<file path="src/rtl/acc_map.svh">
// offsets, field positions, reset values and timing counts of the controller
`ifndef ACC_MAP_SVH
`define ACC_MAP_SVH

// load flag positions, in steering order
`define LD_CTRL        0
`define LD_INTV        1
`define LD_RXR         2
`define LD_TXR         3
`define LD_ALL         4'hf

// control register fields
`define CTRL_LEN_LSB   0
`define CTRL_LEN_MSB   1
`define CTRL_ODD       2
`define CTRL_PAR_EN    3
`define CTRL_TEST      4
`define CTRL_STOP2     5
`define CTRL_RESET     8'h03

// rate register fields
`define RATE_PRE_BIT   10
`define RATE_PRE_SHIFT 3
`define RATE_RESET     11'h001

`define INTV_RESET     8'h01

// configuration write widths, in bits
`define WR_LEN_BYTE    4'h8
`define WR_LEN_RATE    4'hb
`define WR_LEN_BOTH    4'hc

// interval timer prescale terminal counts; one step takes the count plus one internal clock cycles
`define TMR_DIV_NORM   6'h3f
`define TMR_DIV_TEST   6'h01

`define CHAR_LEN_MIN   4'h5

`endif

</file>
<file path="src/rtl/acc_pkg.sv">
// state types of the serial controller
package acc_pkg;

   typedef enum logic [2:0]
   {
      TX_IDLE   = 3'b000,
      TX_START  = 3'b001,
      TX_DATA   = 3'b010,
      TX_PARITY = 3'b011,
      TX_STOP   = 3'b100,
      TX_BREAK  = 3'b101
   } tx_state_t;

   typedef enum logic [2:0]
   {
      RX_IDLE   = 3'b000,
      RX_START  = 3'b001,
      RX_DATA   = 3'b010,
      RX_PARITY = 3'b011,
      RX_STOP   = 3'b100,
      RX_HOLD   = 3'b101
   } rx_state_t;

endpackage

</file>
<file path="src/rtl/bit_timer.sv">
// bit-time tick generator for one direction of the serial line
`timescale 1ns/1ps
`include "acc_map.svh"

module bit_timer
(
   input  wire logic        clk,
   input  wire logic        rst,
   input  wire logic        restart,
   input  wire logic        half,
   input  wire logic [10:0] rate,
   output logic             tick
);

   logic [14:0] half_len;
   logic [14:0] full_len;
   logic [14:0] cnt_q;

   // half bit = count * prescale, full bit = twice that
   always_comb
   begin
      half_len = rate[`RATE_PRE_BIT] ?
                 {2'b00, rate[9:0], 3'b000} : {5'b00000, rate[9:0]};
      if (half_len == 15'h0000)
      begin
         half_len = 15'h0001;
      end
      full_len = {half_len[13:0], 1'b0};
   end

   // tick lands exactly one period after restart, then every full bit
   always_ff @(posedge clk or posedge rst)
   begin
      if (rst)
      begin
         cnt_q <= 15'h0000;
         tick  <= 1'b0;
      end
      else
      begin
         tick <= 1'b0;
         if (restart)
         begin
            cnt_q <= (half ? half_len : full_len) - 15'h0001;
         end
         else if (cnt_q == 15'h0000)
         begin
            tick  <= 1'b1;
            cnt_q <= full_len - 15'h0001;
         end
         else
         begin
            cnt_q <= cnt_q - 15'h0001;
         end
      end
   end

endmodule

</file>
<file path="src/rtl/async_serial_rx_break_timer.sv">
// serial controller core: break, termination, receiver, interval timer
`timescale 1ns/1ps
`include "acc_map.svh"

module async_serial_rx_break_timer
   import acc_pkg::*;
(
   input  wire logic        clk,
   input  wire logic        rst,
   input  wire logic        reset_cmd,
   input  wire logic [3:0]  load_flag_set,
   input  wire logic        cfg_wr,
   input  wire logic [3:0]  cfg_len,
   input  wire logic [11:0] cfg_data,
   input  wire logic        break_request_bit,
   input  wire logic        request_to_send_ctrl,
   input  wire logic        rx_loaded_clr,
   input  wire logic        timer_flags_clr,
   input  wire logic        serial_rx_in,
   input  wire logic        cts_n,
   output logic             serial_tx_out,
   output logic             rts_n,
   output logic             wr_refused,
   output logic             tx_buffer_empty_flag,
   output logic             tx_shifter_empty_flag,
   output logic [7:0]       rx_data,
   output logic             rx_buffer_loaded_flag,
   output logic             rx_start_detected_flag,
   output logic             rx_first_bit_flag,
   output logic             rx_framing_error_flag,
   output logic             rx_overrun_flag,
   output logic             rx_parity_error_flag,
   output logic             timer_elapsed_flag,
   output logic             timer_missed_flag,
   output logic             control_load_flag,
   output logic             interval_load_flag,
   output logic             rx_rate_load_flag,
   output logic             tx_rate_load_flag
);

   // ***********************************************************
   // shared decoding
   // ***********************************************************

   function automatic logic [7:0] char_mask(input logic [3:0] len);
      char_mask = 8'hff >> (4'h8 - len);
   endfunction

   // ***********************************************************
   // pin synchronisers
   // ***********************************************************

   logic rx_meta_q;
   logic rx_sync_q;
   logic rx_prev_q;
   logic cts_meta_q;
   logic cts_sync_q;

   always_ff @(posedge clk or posedge rst)
   begin
      if (rst)
      begin
         rx_meta_q  <= 1'b1;
         rx_sync_q  <= 1'b1;
         rx_prev_q  <= 1'b1;
         cts_meta_q <= 1'b1;
         cts_sync_q <= 1'b1;
      end
      else
      begin
         rx_meta_q  <= serial_rx_in;
         rx_sync_q  <= rx_meta_q;
         rx_prev_q  <= rx_sync_q;
         cts_meta_q <= cts_n;
         cts_sync_q <= cts_meta_q;
      end
   end

   // ***********************************************************
   // configuration registers and load flags
   // ***********************************************************

   logic [3:0]  ld_q;
   logic [7:0]  ctrl_q;
   logic [7:0]  intv_q;
   logic [10:0] rx_rate_q;
   logic [10:0] tx_rate_q;
   logic [3:0]  char_len;
   logic        buf_wr;
   tx_state_t   tx_state_q;

   assign char_len = `CHAR_LEN_MIN +
                     {2'b00, ctrl_q[`CTRL_LEN_MSB:`CTRL_LEN_LSB]};

   // with every load flag clear a write targets the transmit buffer
   assign buf_wr = cfg_wr && (ld_q == 4'h0);

   always_ff @(posedge clk or posedge rst)
   begin
      if (rst)
      begin
         ld_q      <= `LD_ALL;
         ctrl_q    <= `CTRL_RESET;
         intv_q    <= `INTV_RESET;
         rx_rate_q <= `RATE_RESET;
         tx_rate_q <= `RATE_RESET;
      end
      else if (reset_cmd)
      begin
         ld_q <= `LD_ALL;
      end
      else
      begin
         ld_q <= ld_q | load_flag_set;
         if (cfg_wr && ld_q[`LD_CTRL])
         begin
            ctrl_q <= cfg_data[7:0];
            if (cfg_len >= `WR_LEN_BYTE)
            begin
               ld_q[`LD_CTRL] <= 1'b0;
            end
         end
         else if (cfg_wr && ld_q[`LD_INTV])
         begin
            intv_q <= cfg_data[7:0];
            if (cfg_len >= `WR_LEN_BYTE)
            begin
               ld_q[`LD_INTV] <= 1'b0;
            end
         end
         else if (cfg_wr && ld_q[`LD_RXR])
         begin
            rx_rate_q <= cfg_data[10:0];
            if (cfg_len >= `WR_LEN_RATE)
            begin
               ld_q[`LD_RXR] <= 1'b0;
            end
            if (cfg_len >= `WR_LEN_BOTH && ld_q[`LD_TXR])
            begin
               tx_rate_q     <= cfg_data[10:0];
               ld_q[`LD_TXR] <= 1'b0;
            end
         end
         else if (cfg_wr && ld_q[`LD_TXR])
         begin
            tx_rate_q <= cfg_data[10:0];
            if (cfg_len >= `WR_LEN_BOTH)
            begin
               ld_q[`LD_TXR] <= 1'b0;
            end
         end
      end
   end

   // ***********************************************************
   // transmitter with break and termination
   // ***********************************************************

   logic       tx_tick;
   logic       tx_go;
   logic       tx_en;
   logic       tx_buffer_empty_flag_q;
   logic       tx_shifter_empty_flag_q;
   logic [7:0] tx_buf_q;
   logic [7:0] tx_sh_q;
   logic [3:0] tx_cnt_q;
   logic       tx_par_q;
   logic       tx_stop2_q;
   logic       tx_out_q;
   logic       rts_n_q;
   logic       refused_q;

   assign tx_en = !rts_n_q && !cts_sync_q;
   // a buffer loaded before a break starts goes out first; one written in the cycle the break starts waits until it ends
   assign tx_go = (tx_state_q == TX_IDLE) && !tx_buffer_empty_flag_q && tx_en;

   bit_timer tx_timer
   (
      .clk     (clk),
      .rst     (rst),
      .restart (tx_go),
      .half    (1'b0),
      .rate    (tx_rate_q),
      .tick    (tx_tick)
   );

   always_ff @(posedge clk or posedge rst)
   begin
      if (rst)
      begin
         tx_state_q <= TX_IDLE;
         tx_buffer_empty_flag_q     <= 1'b1;
         tx_shifter_empty_flag_q     <= 1'b1;
         tx_buf_q   <= 8'h00;
         tx_sh_q    <= 8'h00;
         tx_cnt_q   <= 4'h0;
         tx_par_q   <= 1'b0;
         tx_stop2_q <= 1'b0;
         tx_out_q   <= 1'b1;
         refused_q  <= 1'b0;
      end
      else if (reset_cmd)
      begin
         tx_state_q <= TX_IDLE;
         tx_buffer_empty_flag_q     <= 1'b1;
         tx_shifter_empty_flag_q     <= 1'b1;
         tx_out_q   <= 1'b1;
         refused_q  <= 1'b0;
      end
      else
      begin
         // no buffer loads while the line is held in break
         refused_q <= buf_wr && (tx_state_q == TX_BREAK);
         if (buf_wr && tx_state_q != TX_BREAK)
         begin
            tx_buf_q <= cfg_data[7:0] & char_mask(char_len);
            tx_buffer_empty_flag_q   <= 1'b0;
         end
         unique case (tx_state_q)
            TX_IDLE:
            begin
               tx_out_q <= 1'b1;
               if (tx_go)
               begin
                  tx_sh_q    <= tx_buf_q;
                  tx_par_q   <= ^tx_buf_q ^ ctrl_q[`CTRL_ODD];
                  tx_buffer_empty_flag_q     <= 1'b1;
                  tx_shifter_empty_flag_q     <= 1'b0;
                  tx_out_q   <= 1'b0;
                  tx_state_q <= TX_START;
               end
               else if (tx_buffer_empty_flag_q && tx_shifter_empty_flag_q && !cts_sync_q &&
                        break_request_bit)
               begin
                  tx_out_q   <= 1'b0;
                  tx_state_q <= TX_BREAK;
               end
            end
            TX_START, TX_DATA:
            begin
               if (tx_tick)
               begin
                  if (tx_state_q == TX_DATA && tx_cnt_q == char_len)
                  begin
                     tx_out_q   <= ctrl_q[`CTRL_PAR_EN] ? tx_par_q : 1'b1;
                     tx_stop2_q <= 1'b0;
                     tx_state_q <= ctrl_q[`CTRL_PAR_EN] ? TX_PARITY
                                                         : TX_STOP;
                  end
                  else
                  begin
                     tx_out_q   <= tx_sh_q[0];
                     tx_sh_q    <= {1'b0, tx_sh_q[7:1]};
                     tx_cnt_q   <= (tx_state_q == TX_START) ? 4'h1
                                                            : tx_cnt_q + 4'h1;
                     tx_state_q <= TX_DATA;
                  end
               end
            end
            TX_PARITY:
            begin
               if (tx_tick)
               begin
                  tx_out_q   <= 1'b1;
                  tx_state_q <= TX_STOP;
               end
            end
            TX_STOP:
            begin
               if (tx_tick)
               begin
                  if (ctrl_q[`CTRL_STOP2] && !tx_stop2_q)
                  begin
                     tx_stop2_q <= 1'b1;
                  end
                  else
                  begin
                     tx_shifter_empty_flag_q     <= 1'b1;
                     tx_state_q <= TX_IDLE;
                  end
               end
            end
            TX_BREAK:
            begin
               if (!break_request_bit)
               begin
                  tx_out_q   <= 1'b1;
                  tx_state_q <= TX_IDLE;
               end
            end
            default:
            begin
               tx_state_q <= TX_IDLE;
            end
         endcase
      end
   end

   // drop only when buffer and shifter are empty and no break runs
   always_ff @(posedge clk or posedge rst)
   begin
      if (rst)
      begin
         rts_n_q <= 1'b1;
      end
      else if (reset_cmd)
      begin
         rts_n_q <= 1'b1;
      end
      else if (request_to_send_ctrl)
      begin
         rts_n_q <= 1'b0;
      end
      else if (tx_buffer_empty_flag_q && tx_shifter_empty_flag_q && tx_state_q == TX_IDLE &&
               !break_request_bit)
      begin
         rts_n_q <= 1'b1;
      end
   end

   // ***********************************************************
   // receiver
   // ***********************************************************

   rx_state_t  rx_state_q;
   logic       rx_tick;
   logic       rx_fall;
   logic       rx_go;
   logic [7:0] rx_sh_q;
   logic [7:0] rx_char;
   logic [3:0] rx_cnt_q;
   logic       rx_pbit_q;
   logic [7:0] rx_data_q;
   logic       rx_buffer_loaded_flag_q;
   logic       rx_start_detected_flag_q;
   logic       rx_first_bit_flag_q;
   logic       rx_framing_error_flag_q;
   logic       rx_overrun_flag_q;
   logic       rx_parity_error_flag_q;

   assign rx_fall = rx_prev_q && !rx_sync_q;
   assign rx_go   = (rx_state_q == RX_IDLE) && rx_fall;
   assign rx_char = (rx_sh_q >> (4'h8 - char_len)) & char_mask(char_len);

   bit_timer rx_timer
   (
      .clk     (clk),
      .rst     (rst),
      .restart (rx_go),
      .half    (1'b1),
      .rate    (rx_rate_q),
      .tick    (rx_tick)
   );

   always_ff @(posedge clk or posedge rst)
   begin
      if (rst)
      begin
         rx_state_q <= RX_IDLE;
         rx_sh_q    <= 8'h00;
         rx_cnt_q   <= 4'h0;
         rx_pbit_q  <= 1'b0;
         rx_data_q  <= 8'h00;
         rx_buffer_loaded_flag_q     <= 1'b0;
         rx_start_detected_flag_q     <= 1'b0;
         rx_first_bit_flag_q     <= 1'b0;
         rx_framing_error_flag_q     <= 1'b0;
         rx_overrun_flag_q    <= 1'b0;
         rx_parity_error_flag_q     <= 1'b0;
      end
      else if (reset_cmd)
      begin
         rx_state_q <= RX_IDLE;
         rx_buffer_loaded_flag_q     <= 1'b0;
         rx_start_detected_flag_q     <= 1'b0;
         rx_first_bit_flag_q     <= 1'b0;
      end
      else
      begin
         if (rx_loaded_clr)
         begin
            rx_buffer_loaded_flag_q <= 1'b0;
         end
         unique case (rx_state_q)
            RX_IDLE:
            begin
               if (rx_go)
               begin
                  rx_state_q <= RX_START;
               end
            end
            RX_START:
            begin
               if (rx_tick)
               begin
                  rx_cnt_q   <= 4'h0;
                  rx_start_detected_flag_q     <= !rx_sync_q;
                  rx_state_q <= rx_sync_q ? RX_IDLE : RX_DATA;
               end
            end
            RX_DATA:
            begin
               if (rx_tick)
               begin
                  rx_sh_q  <= {rx_sync_q, rx_sh_q[7:1]};
                  rx_first_bit_flag_q   <= 1'b1;
                  rx_cnt_q <= rx_cnt_q + 4'h1;
                  if (rx_cnt_q + 4'h1 == char_len)
                  begin
                     rx_state_q <= ctrl_q[`CTRL_PAR_EN] ? RX_PARITY
                                                         : RX_STOP;
                  end
               end
            end
            RX_PARITY:
            begin
               if (rx_tick)
               begin
                  rx_pbit_q  <= rx_sync_q;
                  rx_state_q <= RX_STOP;
               end
            end
            RX_STOP:
            begin
               if (rx_tick)
               begin
                  // a new character wins over a host clear in this cycle
                  rx_data_q <= rx_char;
                  rx_buffer_loaded_flag_q    <= 1'b1;
                  rx_overrun_flag_q   <= rx_buffer_loaded_flag_q && !rx_loaded_clr;
                  rx_parity_error_flag_q    <= ctrl_q[`CTRL_PAR_EN] &&
                               (^rx_char ^ rx_pbit_q ^ ctrl_q[`CTRL_ODD]);
                  rx_start_detected_flag_q    <= 1'b0;
                  rx_first_bit_flag_q    <= 1'b0;
                  rx_framing_error_flag_q    <= !rx_sync_q;
                  rx_state_q <= rx_sync_q ? RX_IDLE : RX_HOLD;
               end
            end
            RX_HOLD:
            begin
               if (rx_sync_q)
               begin
                  rx_state_q <= RX_IDLE;
               end
            end
            default:
            begin
               rx_state_q <= RX_IDLE;
            end
         endcase
      end
   end

   // ***********************************************************
   // interval timer
   // ***********************************************************

   logic [7:0] tmr_q;
   logic [5:0] pre_q;
   logic       interval_load_flag_prev_q;
   logic       interval_load_flag_fall;
   logic       tmr_dec;
   logic       elp_q;
   logic       terr_q;

   assign interval_load_flag_fall = interval_load_flag_prev_q && !ld_q[`LD_INTV];
   assign tmr_dec   = pre_q == (ctrl_q[`CTRL_TEST] ? `TMR_DIV_TEST
                                                   : `TMR_DIV_NORM);

   always_ff @(posedge clk or posedge rst)
   begin
      if (rst)
      begin
         interval_load_flag_prev_q <= 1'b1;
      end
      else
      begin
         interval_load_flag_prev_q <= ld_q[`LD_INTV];
      end
   end

   // the timer holds still while a new interval is awaited
   always_ff @(posedge clk or posedge rst)
   begin
      if (rst)
      begin
         tmr_q  <= 8'h00;
         pre_q  <= 6'h00;
         elp_q  <= 1'b0;
         terr_q <= 1'b0;
      end
      else if (reset_cmd)
      begin
         elp_q  <= 1'b0;
         terr_q <= 1'b0;
         pre_q  <= 6'h00;
      end
      else
      begin
         if (timer_flags_clr)
         begin
            elp_q  <= 1'b0;
            terr_q <= 1'b0;
         end
         if (interval_load_flag_fall)
         begin
            tmr_q <= intv_q;
            pre_q <= 6'h00;
         end
         else if (!ld_q[`LD_INTV])
         begin
            pre_q <= tmr_dec ? 6'h00 : pre_q + 6'h01;
            if (tmr_dec)
            begin
               if (tmr_q <= 8'h01)
               begin
                  tmr_q <= intv_q;
                  elp_q <= 1'b1;
                  if (elp_q && !timer_flags_clr)
                  begin
                     terr_q <= 1'b1;
                  end
               end
               else
               begin
                  tmr_q <= tmr_q - 8'h01;
               end
            end
         end
      end
   end

   // ***********************************************************
   // outputs
   // ***********************************************************

   assign serial_tx_out          = tx_out_q;
   assign rts_n                  = rts_n_q;
   assign wr_refused             = refused_q;
   assign tx_buffer_empty_flag   = tx_buffer_empty_flag_q;
   assign tx_shifter_empty_flag  = tx_shifter_empty_flag_q;
   assign rx_data                = rx_data_q;
   assign rx_buffer_loaded_flag  = rx_buffer_loaded_flag_q;
   assign rx_start_detected_flag = rx_start_detected_flag_q;
   assign rx_first_bit_flag      = rx_first_bit_flag_q;
   assign rx_framing_error_flag  = rx_framing_error_flag_q;
   assign rx_overrun_flag        = rx_overrun_flag_q;
   assign rx_parity_error_flag   = rx_parity_error_flag_q;
   assign timer_elapsed_flag     = elp_q;
   assign timer_missed_flag      = terr_q;
   assign control_load_flag      = ld_q[`LD_CTRL];
   assign interval_load_flag     = ld_q[`LD_INTV];
   assign rx_rate_load_flag      = ld_q[`LD_RXR];
   assign tx_rate_load_flag      = ld_q[`LD_TXR];

endmodule

</file>
<file path="config.mk">
export PLATFORM = sky130hd
export DESIGN_NAME = async_serial_rx_break_timer
export DESIGN_NICKNAME = d
export VERILOG_FILES = /design/src/rtl/acc_pkg.sv /design/src/rtl/bit_timer.sv /design/src/rtl/async_serial_rx_break_timer.sv
export VERILOG_INCLUDE_DIRS = /design/src /design/src/rtl
export SDC_FILE = /design/constraint.sdc
export NUM_CORES = 1
export LEC_CHECK = 0
export ABC_AREA = 1
export BUFFER_PORTS_ARGS = -buffer_cell sky130_fd_sc_hd__buf_4
export CAP_MARGIN = 15
export CORE_AREA = 4 4 150 152
export CTS_BUF_LIST = sky130_fd_sc_hd__clkbuf_16
export DETAILED_ROUTE_END_ITERATION = 8
export DIE_AREA = 0 0 154 156
export SKIP_CTS_REPAIR_TIMING = 1
export SKIP_LAST_GASP = 1
export SLEW_MARGIN = 0
export SYNTH_ARGS = -nofsm -noshare
export SYNTH_HDL_FRONTEND = slang
export SYNTH_SLANG_ARGS = --single-unit
</file>
<file path="constraint.sdc">
create_clock -name clk -period 7.02 [get_ports clk]
set_input_delay 2.106 -clock clk [delete_from_list [all_inputs] [get_ports clk]]
set_output_delay 2.106 -clock clk [all_outputs]
set_load 0.1 [all_outputs]
</file>
==> impl_metrics.tcl <==
set metrics [dict create \
    grt-ovfl-total 0 \
    cts_max_level 4 \
    final_core_util_pct 48.19 \
    drt-initial-drc-count 417 \
    crit_required_ps 7340 \
    core_area_sq_um 21020 \
    syn_nets 1225 \
    hold_start "rx_meta_q" \
    whs_ps 355.7 \
    critPathCapture "rx_rate_q[0]" \
    drt_wl_total_mm 20.60 \
    routedWlPerCell_um 13.58 \
    final_cell_area_sq_um 10130 \
    cpPeakStageDelay_ps 730 \
    final_common_cell "nand2_1" \
    n_antenna_cell 0 \
    synth.distinct_cells 57 \
    grt_max_degree 110 \
    grt_pass1_vias 7168 \
    drc_errors 0 \
    async_reset_ff_share_pct 100.0 \
    layout-drive-gt1-share_pct 14.98 \
    reg2reg_setup_slack_ps 4050 \
    start_util_pct 42.55 \
    synth_edf_count 0 \
    period_share_pct 49.63 \
    die_area_sq_um 24020 \
    area_growth_pct 13.25 \
    cts_root_buffer "clkbuf_16" \
    cellLeakagePower_uw 0.004918 \
    antenna_found_initial 0 \
    skew_ps 10.14 \
    clockBufferDepth 2 \
    crit_slowest_cell "nand4_1" \
    arrival_ps 3800 \
    p_per_area_nw_per_um2 324.8 \
    worst_setup_path_start_kind "input port" \
    path_max_fanout 22 \
    clk_pin_slew_ps 60 \
    avgSynthCellArea_sq_um 7.561 \
    synth_cells 1183 \
    max_freq_mhz 287.0 \
    crit_path_end_kind "flip-flop" \
    relSlewSlack_pct 34.95 \
    synth_seq_cells 154 \
    r2r-end "rx_parity_error_flag" \
    fin_nets 1271 \
    drtAntennaViolNets 0 \
    die_h_um 156 \
    status "complete, no violations" \
    viasPerCell 5.001 \
    track_usage_pct 17.88 \
    top_layer "met4" \
    cts_made_buffers 17 \
    placed_area_sq_um 9553 \
    cts.sinks 154 \
    r2r-start "ctrl_q[0]" \
    rsz0062_at_grt "no" \
    finalCriticalPeriod_ps 3484 \
    drv_cap 0 \
    final_cell_mix "nand2_1 (343), inv_1 (136), dfrtp_1 (135), o21ai_0 (100), nor2_1 (87)" \
    final_max_slew_viol_count 0 \
    cts_tree "built" \
    startpoint "reset_cmd" \
    hold_path.class "reg2reg" \
    worstSetupPathType "in2reg" \
    totalPowerFinal_uw 3290 \
    port-buffer-count 53 \
    wirelength_met1_mm 10.23 \
    vias 7587 \
    worst_pin_slew_ps 975.8 \
    yosys_most_used_dff "dfrtp_1" \
    hpwlAfterDp_mm 14.97 \
    synth_seq_area_share_pct 43.35 \
    io-pin-count 55 \
    ys_warn_count 0 \
    wl_met3_um 716 \
    rows 53 \
    gp_congestion 0.8603 \
    path_cells "buf_4 > inv_2 > nand4_1 > o21ai_0" \
    insertion_delay_ps 430 \
    grt_first_pass_wirelength_mm 35.63 \
    r2r_cells 15 \
    wl_met2_mm 9.428 \
    tns_ps 0 \
    dr.pass1.iters 4 \
    fp.dieW_um 154 \
    synth_area_sq_um 8945 \
    finalSetupViolCount 0 \
    hold_viol_final 0 \
    ir_worst_vdd_mv 0.1530 \
]
==> how the worst min path moves through the flow <==
| stage | cells after the start | slack (ps) | to |
|---|---|---|---|
| 6_report | 0 | 360 | rx_sync_q |
| 5_1_grt | 0 | 360 | rx_sync_q |
| 4_1_cts | 0 | 360 | rx_sync_q |
| 3_5_place_dp | 0 | 350 | rx_sync_q |
| 3_3_place_gp | 0 | 350 | rx_sync_q |
| 2_1_floorplan | 0 | 350 | cts_sync_q |
==> final cells by class <==
class / count / area, sq um
fill: 2079 / 10890
clock inverter: 15 / 151.4
clock buffer: 17 / 425.4
inverter: 152 / 578.1
multi-input combinational: 849 / 4340
tap: 275 / 344.1
sequential: 154 / 3877
timing repair buffer: 55 / 412.9
==> per-stage QoR <==
| step | worst slack (ps) | instances |
|---|---|---|
| after CTS | 3523 | 1517 |
| after detailed placement | 3074 | 1485 |
| after floorplan | 795.6 | 1183 |
| after global routing | 3362 | 1517 |
| final | 3536 | 1517 |
| after global placement | 3122 | 1485 |
==> per-layer routing <==
metal	GRT usage (%)	vias to the layer above
met5	0	-
met4	4.458	0
met3	3.329	17
met2	28.60	103
met1	25.25	3552
li1	-	3915
==> registers in the layout, summed over array words and instances, names as in the netlist, 3 cells and up <==
name	count
rx_state_q	3
tx_buf_q	8
intv_q	8
rx_timer.cnt_q	15
ctrl_q	6
tx_timer.cnt_q	15
rx_data	8
ld_q	4
tmr_q	8
tx_cnt_q	4
rx_cnt_q	4
pre_q	6
rx_rate_q	11
rx_sh_q	8
tx_rate_q	11
tx_sh_q	8
tx_state_q	3
==> power by group <==
part	switching [uW]	total, uW	internal (uW)
Clock	393	918	524
Combinational	739	1140	399
Sequential	159	1230	1080
==> synthesized netlist by cell type (all sizes together) (3+ instances only) <==
| master | count | area (sq um) |
|---|---|---|
| o21ai | 133 | 706.9 |
| xnor2 | 18 | 157.7 |
| nand3b | 3 | 22.52 |
| a21oi | 24 | 120.1 |
| o41ai | 3 | 26.28 |
| nor4 | 8 | 56.30 |
| dfstp | 19 | 499.2 |
| nor2 | 103 | 436.7 |
| ha | 12 | 150.1 |
| nand2 | 363 | 1441 |
| dfrtp | 135 | 3378 |
| buf | 15 | 105.1 |
| a31oi | 14 | 93.84 |
| xor2 | 26 | 227.7 |
| o211ai | 7 | 52.55 |
| or2 | 5 | 31.28 |
| clkbuf | 13 | 48.80 |
| inv | 151 | 569.3 |
| nand3 | 74 | 390.4 |
| nor3 | 20 | 136.4 |
| o31ai | 3 | 22.52 |
| nand4 | 13 | 81.33 |
==> kinds of logic after synthesis <==
kind of cell | synth area share, %
buffers and inverters | 8.127
xor gates and xnor gates | 4.308
muxes | 0.1119
and+or+nand+nor | 29.40
DFF | 43.35
AOI/OAI and AO/OA | 13.02
adders and majority gates | 1.679
==> worst max-delay path: cells and delay by family <==
kind | cells | cell delay, ps
compound gates | 1 | 430
simple gates | 1 | 730
buf+inv | 2 | 520
Power figures use the tool's default switching activity.
